$ cat src/irq_enable_bank_consts.vh
// Constants for the interrupt-enable bank: register offsets, masks and reset values.
// Assumes the serial-interface frame decoder presents 7-bit register addresses.
`ifndef IRQ_ENABLE_BANK_CONSTS_VH
`define IRQ_ENABLE_BANK_CONSTS_VH

// Enable register offsets
`define OFS_TRX_IRQ_EN      7'h23
`define OFS_B0_EDGE_IRQ_EN  7'h37
`define OFS_B0_FAULT_IRQ_EN 7'h38
`define OFS_B1_EDGE_IRQ_EN  7'h47
`define OFS_B1_FAULT_IRQ_EN 7'h48

// Pending status register offsets
`define OFS_TRX_PEND        7'h63
`define OFS_B0_EDGE_PEND    7'h64
`define OFS_B0_FAULT_PEND   7'h65
`define OFS_B1_EDGE_PEND    7'h66
`define OFS_B1_FAULT_PEND   7'h67

// Transceiver enable field positions
`define BIT_BUS_SILENCE     4
`define BIT_LIN_SECOND_WAKE 3
`define BIT_LIN_FIRST_WAKE  2
`define BIT_CAN_FAILURE     1
`define BIT_CAN_WAKE        0

// Writable bits of the transceiver enable register, with and without a second LIN
`define TRX_MASK_DUAL_LIN   8'h1f
`define TRX_MASK_SINGLE_LIN 8'h17

// Open-load enables sit on even bits and use inverted polarity
`define OPENLOAD_BITS       8'h55

// Reset values
`define RST_ENABLE          8'h00
`define RST_PEND            8'h00
`define RD_ZERO             8'h00

`endif

$ cat src/interrupt_enable_bank.v
// Interrupt-enable register bank with the pending flags it gates and the interrupt request.
// Assumes the serial-interface decoder drives reg_* on clk_sys, and event detectors give
// one-cycle pulses on clk_sys; nothing here needs synchronising.
//
// Summary of operation
// - Transceiver enable bit 4 lets a bus-silence event raise the interrupt.
// - Transceiver bit 3 gates second LIN wake-up; reserved on single-LIN builds.
// - Transceiver bit 2 gates first LIN wake-up; one permits.
// - Transceiver bit 1 gates CAN failure; one permits.
// - Transceiver bit 0 gates CAN wake-up; one permits.
// - Bank-0 edge enables: pin n fall on odd bit, rise on even bit.
// - Bank-0 fault enables: short-circuit enable on odd bits, one enables.
// - Bank-0 open-load enables on even bits: zero enables, one disables.
// - Bank-1 edge enables: same layout for pins 5 to 8.
// - Bank-1 fault enables: short-circuit on bits 7,5,3,1, one enables.
// - Bank-1 open-load enables on bits 6,4,2,0 are active low.
// - Bank-0 enable registers absent when the build has no high-voltage pins.
// - Bank-1 enable registers absent on partial-networking builds or without pins 5-8.
// - Short and open-load events set pending flags matching enable positions.
// - Bank-1 edges set pending flags matching bank-1 edge enable layout.
`timescale 1ns/100ps
`include "irq_enable_bank_consts.vh"

module interrupt_enable_bank
#(
   parameter HAS_LIN_SECOND = 1,
   parameter HAS_BANK0      = 1,
   parameter HAS_BANK1      = 1
)
(
   input  wire       clk_sys,
   input  wire       reset_n,
   input  wire [6:0] reg_addr,
   input  wire [7:0] reg_wdata,
   input  wire       reg_wr,
   input  wire       reg_rd,
   input  wire [4:0] trx_evt,
   input  wire [7:0] bank0_edge_evt,
   input  wire [7:0] bank0_fault_evt,
   input  wire [7:0] bank1_edge_evt,
   input  wire [7:0] bank1_fault_evt,
   output reg  [7:0] reg_rdata_r,
   output reg        reg_hit_r,
   output reg        irq_req_r
);

   ////////////////////////////////////////////////////////////////////////////////
   // Variant masks: absent registers and reserved bits read zero and take no writes
   // Masking at write time keeps reserved flops at zero, so the read path needs no mask
   wire [7:0] trx_mask = (HAS_LIN_SECOND != 0) ? `TRX_MASK_DUAL_LIN
                                               : `TRX_MASK_SINGLE_LIN;
   wire       b0_on    = (HAS_BANK0 != 0);
   wire       b1_on    = (HAS_BANK1 != 0);
   wire [7:0] b0_mask  = b0_on ? 8'hff : 8'h00;
   wire [7:0] b1_mask  = b1_on ? 8'hff : 8'h00;

   reg  [7:0] trx_en_r;
   reg  [7:0] b0_edge_en_r;
   reg  [7:0] b0_fault_en_r;
   reg  [7:0] b1_edge_en_r;
   reg  [7:0] b1_fault_en_r;
   reg  [7:0] trx_pend_r;
   reg  [7:0] b0_edge_pend_r;
   reg  [7:0] b0_fault_pend_r;
   reg  [7:0] b1_edge_pend_r;
   reg  [7:0] b1_fault_pend_r;

   wire wr_trx_en   = reg_wr && (reg_addr == `OFS_TRX_IRQ_EN);
   wire wr_b0e_en   = reg_wr && (reg_addr == `OFS_B0_EDGE_IRQ_EN);
   wire wr_b0f_en   = reg_wr && (reg_addr == `OFS_B0_FAULT_IRQ_EN);
   wire wr_b1e_en   = reg_wr && (reg_addr == `OFS_B1_EDGE_IRQ_EN);
   wire wr_b1f_en   = reg_wr && (reg_addr == `OFS_B1_FAULT_IRQ_EN);
   wire wr_trx_pend = reg_wr && (reg_addr == `OFS_TRX_PEND);
   wire wr_b0e_pend = reg_wr && (reg_addr == `OFS_B0_EDGE_PEND);
   wire wr_b0f_pend = reg_wr && (reg_addr == `OFS_B0_FAULT_PEND);
   wire wr_b1e_pend = reg_wr && (reg_addr == `OFS_B1_EDGE_PEND);
   wire wr_b1f_pend = reg_wr && (reg_addr == `OFS_B1_FAULT_PEND);

   ////////////////////////////////////////////////////////////////////////////////
   // Enable registers; the bit meanings are applied where the request is formed
   always @(posedge clk_sys)
   begin
      if (!reset_n)
      begin
         trx_en_r      <= `RST_ENABLE;
         b0_edge_en_r  <= `RST_ENABLE;
         b0_fault_en_r <= `RST_ENABLE;
         b1_edge_en_r  <= `RST_ENABLE;
         b1_fault_en_r <= `RST_ENABLE;
      end
      else
      begin
         if (wr_trx_en)
            trx_en_r <= reg_wdata & trx_mask;
         if (wr_b0e_en)
            b0_edge_en_r <= reg_wdata & b0_mask;
         if (wr_b0f_en)
            b0_fault_en_r <= reg_wdata & b0_mask;
         if (wr_b1e_en)
            b1_edge_en_r <= reg_wdata & b1_mask;
         if (wr_b1f_en)
            b1_fault_en_r <= reg_wdata & b1_mask;
      end
   end

   ////////////////////////////////////////////////////////////////////////////////
   // Pending flags: write one to clear; an event in the clearing cycle wins so none is lost
   always @(posedge clk_sys)
   begin
      if (!reset_n)
      begin
         trx_pend_r      <= `RST_PEND;
         b0_edge_pend_r  <= `RST_PEND;
         b0_fault_pend_r <= `RST_PEND;
         b1_edge_pend_r  <= `RST_PEND;
         b1_fault_pend_r <= `RST_PEND;
      end
      else
      begin
         trx_pend_r      <= ((trx_pend_r & ~({8{wr_trx_pend}} & reg_wdata))
                            | {3'h0, trx_evt}) & trx_mask;
         b0_edge_pend_r  <= ((b0_edge_pend_r & ~({8{wr_b0e_pend}} & reg_wdata))
                            | bank0_edge_evt) & b0_mask;
         b0_fault_pend_r <= ((b0_fault_pend_r & ~({8{wr_b0f_pend}} & reg_wdata))
                            | bank0_fault_evt) & b0_mask;
         b1_edge_pend_r  <= ((b1_edge_pend_r & ~({8{wr_b1e_pend}} & reg_wdata))
                            | bank1_edge_evt) & b1_mask;
         b1_fault_pend_r <= ((b1_fault_pend_r & ~({8{wr_b1f_pend}} & reg_wdata))
                            | bank1_fault_evt) & b1_mask;
      end
   end

   ////////////////////////////////////////////////////////////////////////////////
   // Effective enables: open-load bits are active low, so flip them before gating
   wire [7:0] b0_fault_gate = (b0_fault_en_r ^ `OPENLOAD_BITS) & b0_mask;
   wire [7:0] b1_fault_gate = (b1_fault_en_r ^ `OPENLOAD_BITS) & b1_mask;

   wire irq_nxt = |(trx_pend_r      & trx_en_r)
                | |(b0_edge_pend_r  & b0_edge_en_r)
                | |(b0_fault_pend_r & b0_fault_gate)
                | |(b1_edge_pend_r  & b1_edge_en_r)
                | |(b1_fault_pend_r & b1_fault_gate);

   ////////////////////////////////////////////////////////////////////////////////
   // Read port and registered interrupt request; reads have no side effect
   reg [7:0] rdata_nxt;
   reg       hit_nxt;

   always @*
   begin
      rdata_nxt = `RD_ZERO;
      hit_nxt   = 1'b1;
      case (reg_addr)
         `OFS_TRX_IRQ_EN      : rdata_nxt = trx_en_r;
         `OFS_TRX_PEND        : rdata_nxt = trx_pend_r;
         // An absent bank answers with data 00 and no hit, so the shifter never sees a stale byte
         `OFS_B0_EDGE_IRQ_EN  :
         begin
            rdata_nxt = b0_edge_en_r;
            hit_nxt   = b0_on;
         end
         `OFS_B0_FAULT_IRQ_EN :
         begin
            rdata_nxt = b0_fault_en_r;
            hit_nxt   = b0_on;
         end
         `OFS_B0_EDGE_PEND    :
         begin
            rdata_nxt = b0_edge_pend_r;
            hit_nxt   = b0_on;
         end
         `OFS_B0_FAULT_PEND   :
         begin
            rdata_nxt = b0_fault_pend_r;
            hit_nxt   = b0_on;
         end
         `OFS_B1_EDGE_IRQ_EN  :
         begin
            rdata_nxt = b1_edge_en_r;
            hit_nxt   = b1_on;
         end
         `OFS_B1_FAULT_IRQ_EN :
         begin
            rdata_nxt = b1_fault_en_r;
            hit_nxt   = b1_on;
         end
         `OFS_B1_EDGE_PEND    :
         begin
            rdata_nxt = b1_edge_pend_r;
            hit_nxt   = b1_on;
         end
         `OFS_B1_FAULT_PEND   :
         begin
            rdata_nxt = b1_fault_pend_r;
            hit_nxt   = b1_on;
         end
         default              : hit_nxt = 1'b0;
      endcase
   end

   // Read data holds until the next read so the serial shifter can take it late
   always @(posedge clk_sys)
   begin
      if (!reset_n)
      begin
         reg_rdata_r <= `RD_ZERO;
         reg_hit_r   <= 1'b0;
         irq_req_r   <= 1'b0;
      end
      else
      begin
         if (reg_rd)
         begin
            reg_rdata_r <= rdata_nxt;
            reg_hit_r   <= hit_nxt;
         end
         irq_req_r <= irq_nxt;
      end
   end

endmodule // interrupt_enable_bank

$ cat config.mk
export PLATFORM = sky130hd
export DESIGN_NAME = interrupt_enable_bank
export DESIGN_NICKNAME = d
export VERILOG_FILES = /design/src/interrupt_enable_bank.v
export VERILOG_INCLUDE_DIRS = /design/src
export SDC_FILE = /design/constraint.sdc
export NUM_CORES = 1
export LEC_CHECK = 0
export ABC_AREA = 1
export BUFFER_PORTS_ARGS = -buffer_cell sky130_fd_sc_hd__buf_2
export CORE_UTILIZATION = 25
export DETAILED_ROUTE_END_ITERATION = 7
export HOLD_SLACK_MARGIN = 0.03
export PLACE_DENSITY = 0.44
export SYNTH_ARGS = -nofsm -noshare
export SYNTH_HDL_FRONTEND = slang
export SYNTH_SLANG_ARGS = --single-unit
$ cat constraint.sdc
create_clock -name clk_sys -period 2.7 [get_ports clk_sys]
set_input_delay 0.27 -clock clk_sys [delete_from_list [all_inputs] [get_ports clk_sys]]
set_output_delay 0.27 -clock clk_sys [all_outputs]
set_load 0.02 [all_outputs]
# After elaboration in Yosys (flattened, before gate mapping)
# Cells that the tools add are included.
# totals
register_bits,84
inputBits,56
output_inout_bits,10
elab_cells,72
# op_classes
n_eq_ne,10
mux,2
bitwise_logic,31
reduce_logical,16
# ops
op,n
$and 8x8->8,12
$pmux 8 s10,1
$eq 7x7->1 const B,7
$reduce_or 8->1,5
$not 8->8,4
$or 8x8->8,4
$eq 7x6->1 const B,3
$and 5x5->5,3
$logic_and 1x1->1,10
$reduce_or 10->1,1
$not 4->4,2
$not 5->5,1
$or 5x5->5,1
$or 1x1->1,4
$mux 1,1

# Logic depth before layout (Yosys ltp)
# Gate-level depths: netlist of run 1.
# depth
depth_word,6
depth_mapped,11

# Worst setup path before layout of run 1
# Ideal clock, no wire load.
# synth_timing
path_type,input-to-reg
startpoint,input port reg_addr[1]
endpoint,register b0_fault_en_r[5]
setup_ns,0.119
arrival_time_ns,1.199
path_slack_ns,1.382
cell_stages,8
path_buffers,2
path_cell_list,inv_1 nand2_1 nor2_1 buf_2 nand3_1 buf_2 o21ai_0 a21oi_1
# synth_between
elab_chain_cells,2
# synth_rtl
item,line,rtl
"start, declared",interrupt_enable_bank.v:33,"input wire [6:0] reg_addr,"
$eq 7x6->1,-,
$logic_and 1x1->1,interrupt_enable_bank.v:70,wire wr_b0f_en = reg_wr && (reg_addr == `OFS_B0_FAULT_IRQ_EN);
"end signal, assigned",interrupt_enable_bank.v:87,b0_fault_en_r <= `RST_ENABLE;
"end signal, assigned",interrupt_enable_bank.v:98,b0_fault_en_r <= reg_wdata & b0_mask;
"end, declared",interrupt_enable_bank.v:59,reg [7:0] b0_fault_en_r;
# No other way between the ends.
# A chain may end at the register's enable or synchronous reset.

# Worst setup path after layout of run 1
# layout_timing
startpoint,input port reg_addr[4]
endpoint,register b1_fault_en_r[0]
# layout_between
elab_chain_cells,2
# layout_rtl
item,line,rtl
$eq 7x7->1,-,
$logic_and 1x1->1,interrupt_enable_bank.v:72,wire wr_b1f_en = reg_wr && (reg_addr == `OFS_B1_FAULT_IRQ_EN);
"end signal, assigned",interrupt_enable_bank.v:89,b1_fault_en_r <= `RST_ENABLE;
"end signal, assigned",interrupt_enable_bank.v:102,b1_fault_en_r <= reg_wdata & b1_mask;
"end, declared",interrupt_enable_bank.v:61,reg [7:0] b1_fault_en_r;
# No other way between the ends.

==> summary.md, run 1 <==
| Metric | Value |
|---|---|
| Adder-Cell Fraction of Synth Area | `0%` |
| CTS Buf Count | `9` |
| Max-slew violations | `0` |
| Post-synthesis cell area | `4080 um2` |
| Setup slack after placement | `approximately 630 ps` |
| Post-synthesis mux area share | `0%` |
| DR DRC count | `0` |
| Leak | `about 2.1 nW` |
| Fmax | `~0.58 GHz` |
| Period utilization | `around 64%` |
| Overall Power | `about 0.0028 W` |
| Synth warn | `0` |
| CTS Sinks | `84` |
| Port Buffers | `between 60 and 70` |
| # Max-Cap Violations | `0` |
| Final hold violations | `0` |
| H-tree depth | `3` |
| Via count of the first global-routing pass | `slightly above 4k` |
| Min setup slack post-route | `between 900 and 1000 ps` |
| # diodes | `0` |
| Postcts setup bufs | `0` |
| CTS tree | `yes` |
| Die area | `16800 um2` |
| Routed Antenna Nets | `0` |
| Worst slew pin tran | `~760 ps` |
| Gpl congestion | `slightly below 0.9` |
| Crit path required time | `about 2900 ps` |
| Fill cell count | `between 1.5k and 2k` |
| Die Span Y | `approximately 130 um` |
| First-pass GRT wire length | `about 23000 um` |
| Mapped Cells | `~600` |
| Largest cells by area after synthesis | `dfxtp_1 41%, a21oi_1 10%, o21ai_0 10%` |
| Largest net degree at the start of global routing | `between 40 and 50` |
| Cts repair resizes | `0` |
| Hold_buf cts | `0` |
| Synth Area in Simple Gates | `between 20% and 30%` |
| Routed via count | `approximately 4.1k` |
| Area grow syn2layout | `19.9%` |
| Compound-Gate Fraction of Synth Area | `a little under a quarter` |
| Setup TNS | `0 ps` |
| Seq/Total Area, Yosys | `approximately two fifths` |
| Starting Density | `around 26%` |
| Worst hold-check path type | `in -> reg` |
| Syn nets | `660` |
| Final Routed Wirelength | `14800 um` |
| Post-Layout Cell Count | `881` |
| Outcome | `finished clean` |
| Gr usage total | `a little under a fifth` |
| # rows | `46` |
| Peak supply drop | `between 0.0002 and 0.0003 V` |
| Crit Path Max Fanout | `17` |
| Layout cells sized above 1 | `between 10% and 20%` |
| Final min period | `approximately 1700 ps` |
| Avg Vias per Cell | `4.70` |
| Die width | `130 um` |
| Top Ports | `66` |
| Clock Skews | `about 4.5 ps` |
| Largest family of logic cells by synthesized area | `compound AO/OA/AOI/OAI gates` |
| CTS clock-pin slew for the worst setup and hold paths | `60 ps` |
| Unrepaired setup endpoints after global routing | `no` |
| Critical Path AT | `1940 ps` |
| Power density over the cells | `roughly 570 nW/um2` |
| Top cell type's share of synthesized area | `approximately 40%` |
| Clk_lat worst skew | `roughly 340 ps` |
| CP endpoint kind | `flop` |
| WL per Instance | `16.8 um` |
| Initial antenna violation count | `0` |
| Initial DRT Pass Iterations | `6` |
| Critical setup path kind | `in -> reg` |
| Crit start category | `input port` |
| Clk buf depth | `2` |
| Post-synthesis xor/xnor area fraction | `0%` |
| CTS root buf | `clkbuf_16` |
| DR iter-0 viols | `247` |
| Post-synth top area cell | `dfxtp_1` |
| Detailed Place HPWL | `roughly 11000 um` |
| GRT Residual Overflow | `0` |
| Flops & latches, synth | `between 80 and 90` |
| Inst Count DP | `868` |
| Library cells used by synthesis | `26` |
| Layout Nets | `719` |
| Final setup viols | `0` |
| Core Footprint | `15900 um2` |
| Mean area per synthesized cell | `between 6 and 7 um2` |
| Max-Slew Margin vs Limit | `between 40% and 50%` |
final cells by class:
cell class | count | area, um2 | share of cell area (%)
clock buffer | 10 | 239 | 4.89
clock inverter | 3 | 40.0 | 0.819
inverter | 105 | 394 | 8.06
multi-input combinational | 390 | 1880 | 38.4
sequential | 84 | 1680 | 34.4
tap | 216 | 270 | 5.53
timing repair buffer | 73 | 385 | 7.88
critical path: stages:
cell and delay, ps:
buf_2 100, inv_1 80, nand2_1 90, nor2_4 360, nand3_1 580, o21ai_0 380, a21oi_1 80
report_power, final:
group          switching, W  total, W  internal, W
logic              0.000157  0.000236    0.0000798
registers         0.0000484   0.00133      0.00128
clock network      0.000494   0.00122     0.000723
total              0.000699   0.00279      0.00209
through the flow:
stage	utilization [%]	hold slack [ps]	area [um2]
after floorplan	-	404	4080
after global placement	29.0	454	4610
after detailed placement	29.0	460	4610
after CTS	30.8	148	4890
after global routing	30.8	163	4890
final	30.8	159	4890
cell families (layout without fill, tap and decap cells):
kind of cell	Yosys count	in the layout
simple gates	207	207
compound gates	183	183
flops	84	84
buf+inv	130	191
cell usage after synthesis (all sizes together):
cell,instances
inv,104
dfxtp,84
nor2,33
clkinv,1
nand4,3
o21ai,91
buf,16
nand3,78
o22ai,1
nor3,3
a22oi,1
nand2,90
a22o,5
a211oi,1
clkbuf,9
a21oi,84
registers in the layout, summed over array words and instances, names as in the netlist:
name,cells
b1_fault_pend_r,8
trx_pend_r,5
b0_fault_en_r,8
b1_edge_en_r,8
b1_fault_en_r,8
b0_edge_pend_r,8
trx_en_r,5
b0_fault_pend_r,8
irq_req_r,1
b1_edge_pend_r,8
b0_edge_en_r,8
reg_rdata_r,8
reg_hit_r,1
cells in the final DEF, fill, tap and decap left out:
master / n
nor2_1: 27
dfxtp_1: 84
a21oi_1: 84
o21ai_1: 7
inv_2: 2
nand3_2: 3
o21ai_0: 84
nor3_2: 1
nand4_1: 3
nand2_2: 1
buf_4: 8
a22o_1: 5
inv_1: 102
a22oi_1: 1
buf_2: 65
clkinv_2: 2
a211oi_1: 1
nand2_1: 89
bufinv_16: 1
o22ai_1: 1
clkbuf_16: 9
nand3_1: 75
nor2_4: 3
nor3_1: 2
clkinv_1: 1
clkbuf_8: 1
nor2_2: 3
metal layers:
layer	wire, um	vias to the layer above	global-route usage [%]
met2	6220	140	27.5
met4	365	0	7.18
met1	7380	1886	26.4
li1	-	2095	-
met5	0	-	0
met3	835	23	3.61
path summary, 6_finish.rpt:
| path | start | slack (ps) | cells past startpoint | end |
|---|---|---|---|---|
| hold reg to reg | reg_rdata_r[1]$_SDFFE_PN0P_ | 470 | 2 | reg_rdata_r[1]$_SDFFE_PN0P_ |
| setup / recovery | reg_addr[4] | 960 | 7 | b1_fault_en_r[0]$_SDFFE_PN0P_ |
| hold / removal | bank1_fault_evt[6] | 160 | 3 | b1_fault_pend_r[6]$_SDFF_PN0_ |
| setup reg to reg | b1_edge_pend_r[7]$_SDFF_PN0_ | 1470 | 5 | irq_req_r$_SDFF_PN0_ |
(Power assumes the default switching activity.)
==> inputs of run 2 (changes only) <==
--- a/config.mk
+++ b/config.mk
@@ -11,7 +11,7 @@
 export CORE_UTILIZATION = 25
 export DETAILED_ROUTE_END_ITERATION = 7
 export HOLD_SLACK_MARGIN = 0.03
-export PLACE_DENSITY = 0.44
+export PLACE_DENSITY = 0.45
 export SYNTH_ARGS = -nofsm -noshare
 export SYNTH_HDL_FRONTEND = slang
 export SYNTH_SLANG_ARGS = --single-unit
==> constraint.sdc (replaced) <==
create_clock -name clk_sys -period 1.49 [get_ports clk_sys]
set_input_delay 0.149 -clock clk_sys [delete_from_list [all_inputs] [get_ports clk_sys]]
set_output_delay 0.149 -clock clk_sys [all_outputs]
set_load 0.02 [all_outputs]
==> run 2 against run 1 <==
  * Total power grew 91%
  * Global-route usage increased by 0.96 points
  * Sequential power grew 82%
  * Clock skew increased by 7.5 ps
  * Die area unchanged
  * Sequential share of layout area shrank 2.8 points
  * Hold slack lost 120 ps
  * Non-clock buffer count rose by 42
  * Critical path type unchanged
==> summary.md, run 2 (synthesized netlist as in run 1, its figures left out) <==
| Metric | Value |
|---|---|
| WL met2 | `between 6000 and 7000 um` |
| Largest net degree at the start of global routing | `39` |
| Port Buffers | `65` |
| Clk_lat worst skew | `360 ps` |
| Critical Path AT | `about 1600 ps` |
| Final Routed Wirelength | `around 15000 um` |
| # rows | `46` |
| Min setup slack post-route | `between 150 and 200 ps` |
| CTS Sinks | `84` |
| Post-placement cell area | `4920 um2` |
| Die area | `between 15000 and 20000 um2` |
| Outcome | `finished clean` |
| Cts repair resizes | `0` |
| CTS Buf Count | `9` |
| Gr usage total | `19.5%` |
| DR DRC count | `0` |
| DR iter-0 viols | `365` |
| Commonest non-fill, non-tap cell in the layout | `inv_1` |
| Crit Path Max Fanout | `8` |
| # diodes | `0` |
| Detailed Place HPWL | `roughly 12000 um` |
| Clk buf depth | `2` |
| Die width | `130 um` |
| DR WL met3 | `roughly 920 um` |
| Min Hold Slack | `about 36 ps` |
| Setup TNS | `0 ps` |
| Top Metal Used | `met4` |
| CTS tree | `yes` |
| Routed Antenna Nets | `0` |
| CTS clock-pin slew for the worst setup and hold paths | `roughly 60 ps` |
| Fill cell count | `1783` |
| Final hold violations | `0` |
| Max-slew violations | `0` |
| Layout cells sized above 1 | `a little under a fifth` |
| Critical setup path kind | `in -> reg` |
| Worst slew pin tran | `485 ps` |
| Final setup viols | `0` |
| Worst hold-check path type | `in -> reg` |
| Area grow syn2layout | `30.5%` |
| Initial DRT Pass Iterations | `5` |
| Final min period | `about 1300 ps` |
| Max-Slew Margin vs Limit | `between 60% and 70%` |
| Setup slack after placement | `-158 ps` |
| Clock Skews | `~12 ps` |
| CP endpoint kind | `flop` |
| Peak supply drop | `0.000513 V` |
| Avg Vias per Cell | `between 4 and 5` |
| Routed via count | `4366` |
| Unrepaired setup endpoints after global routing | `no` |
| Period utilization | `87.8%` |
| Layout Nets | `about 760` |
| Fmax | `between 0.7 and 0.8 GHz` |
| Power density over the cells | `between 900 and 1000 nW/um2` |
| Most frequent cells in the layout | `102 x inv_1, 89 x nand2_1, 84 x o21ai_0, 84 x a21oi_1, 84 x dfxtp_1` |
| Crit start category | `input port` |
| Crit path required time | `around 1800 ps` |
| Leak | `roughly 2.4 nW` |
| Initial antenna violation count | `0` |
| WL per Instance | `between 15 and 20 um` |
| Starting Density | `about a quarter` |
| Finished Cell Area | `roughly 5300 um2` |
| Post-Layout Cell Count | `924` |
| GRT Residual Overflow | `0` |
| # Max-Cap Violations | `0` |
| Inst Count DP | `between 900 and 1k` |
| Die Span Y | `130 um` |
| Via count of the first global-routing pass | `4248` |
| Gpl congestion | `roughly 0.92` |
| Core Footprint | `15900 um2` |
| H-tree depth | `3` |
| First-pass GRT wire length | `roughly 24000 um` |
| WL met1 | `around 7400 um` |
| CTS root buf | `clkbuf_16` |
| Top Ports | `between 60 and 70` |
==> run 2: changes by cell type in the layout (fill, tap and decap cells not counted), sizes merged <==
cell | before | now
clkbuf | 10 | 13
buf | 73 | 106
clkinv | 3 | 1
dlygate4sd3 | 0 | 9
==> run 2: through the flow <==
step | total power (W) | util, %
floorplan | 0.00266 | -
global placement | 0.00295 | 31.0
detailed placement | 0.00295 | 31.0
CTS | 0.00534 | 33.5
global route | 0.00549 | 33.5
finish | 0.00531 | 33.5
==> run 2: worst paths after layout <==
check / slack (ps) / endpoint / depth (start not counted) / startpoint
max reg2reg: 200 / irq_req_r$_SDFF_PN0_ / 5 / b1_edge_pend_r[7]$_SDFF_PN0_
max: 180 / reg_rdata_r[1]$_SDFFE_PN0P_ / 11 / reg_addr[3]
min reg2reg: 460 / reg_rdata_r[1]$_SDFFE_PN0P_ / 2 / reg_rdata_r[1]$_SDFFE_PN0P_
min: 40 / b1_fault_pend_r[1]$_SDFF_PN0_ / 3 / bank1_fault_evt[1]
==> run 2: layout make-up <==
| class | count | area [um2] | share of cell area [%] |
|---|---|---|---|
| clock buffers | 13 | 280 | 5.27 |
| clock inverters | 1 | 30.0 | 0.564 |
| inverters | 105 | 394 | 7.41 |
| repair buffers | 115 | 786 | 14.8 |
| flip-flops and latches | 84 | 1680 | 31.6 |
| multi-input cells | 390 | 1880 | 35.3 |
| well taps | 216 | 270 | 5.08 |
==> run 2: worst max-delay path, cell delays in order <==
cell and delay, ps:
buf_2 100, inv_1 60, nand2_2 100, buf_4 160, nor2_2 390, nand3_1 150
nand2_1 150, nor2_1 50, nand3_1 100, nand2_1 60, a21oi_1 110
==> run 2: layer usage <==
| metal | track usage [%] | vias up |
|---|---|---|
| li1 | - | 2174 |
| met5 | 0 | - |
| met4 | 7.80 | 0 |
| met3 | 4.92 | 24 |
| met1 | 26.1 | 2017 |
| met2 | 30.1 | 151 |
==> run 2: timing repair <==
item / 4_1_cts / 5_1_grt
hold buffers: 9 / 0
hold endpoints to repair: 9 / 0
buffers inserted: 0 / 0
==> run 2: where the power goes <==
group	leakage, nW	internal [W]	switching (W)
combinational	1.53	0.000210	0.000300
sequential	0.689	0.00233	0.0000890
clock	0.154	0.00146	0.000919
total	2.37	0.00400	0.00131
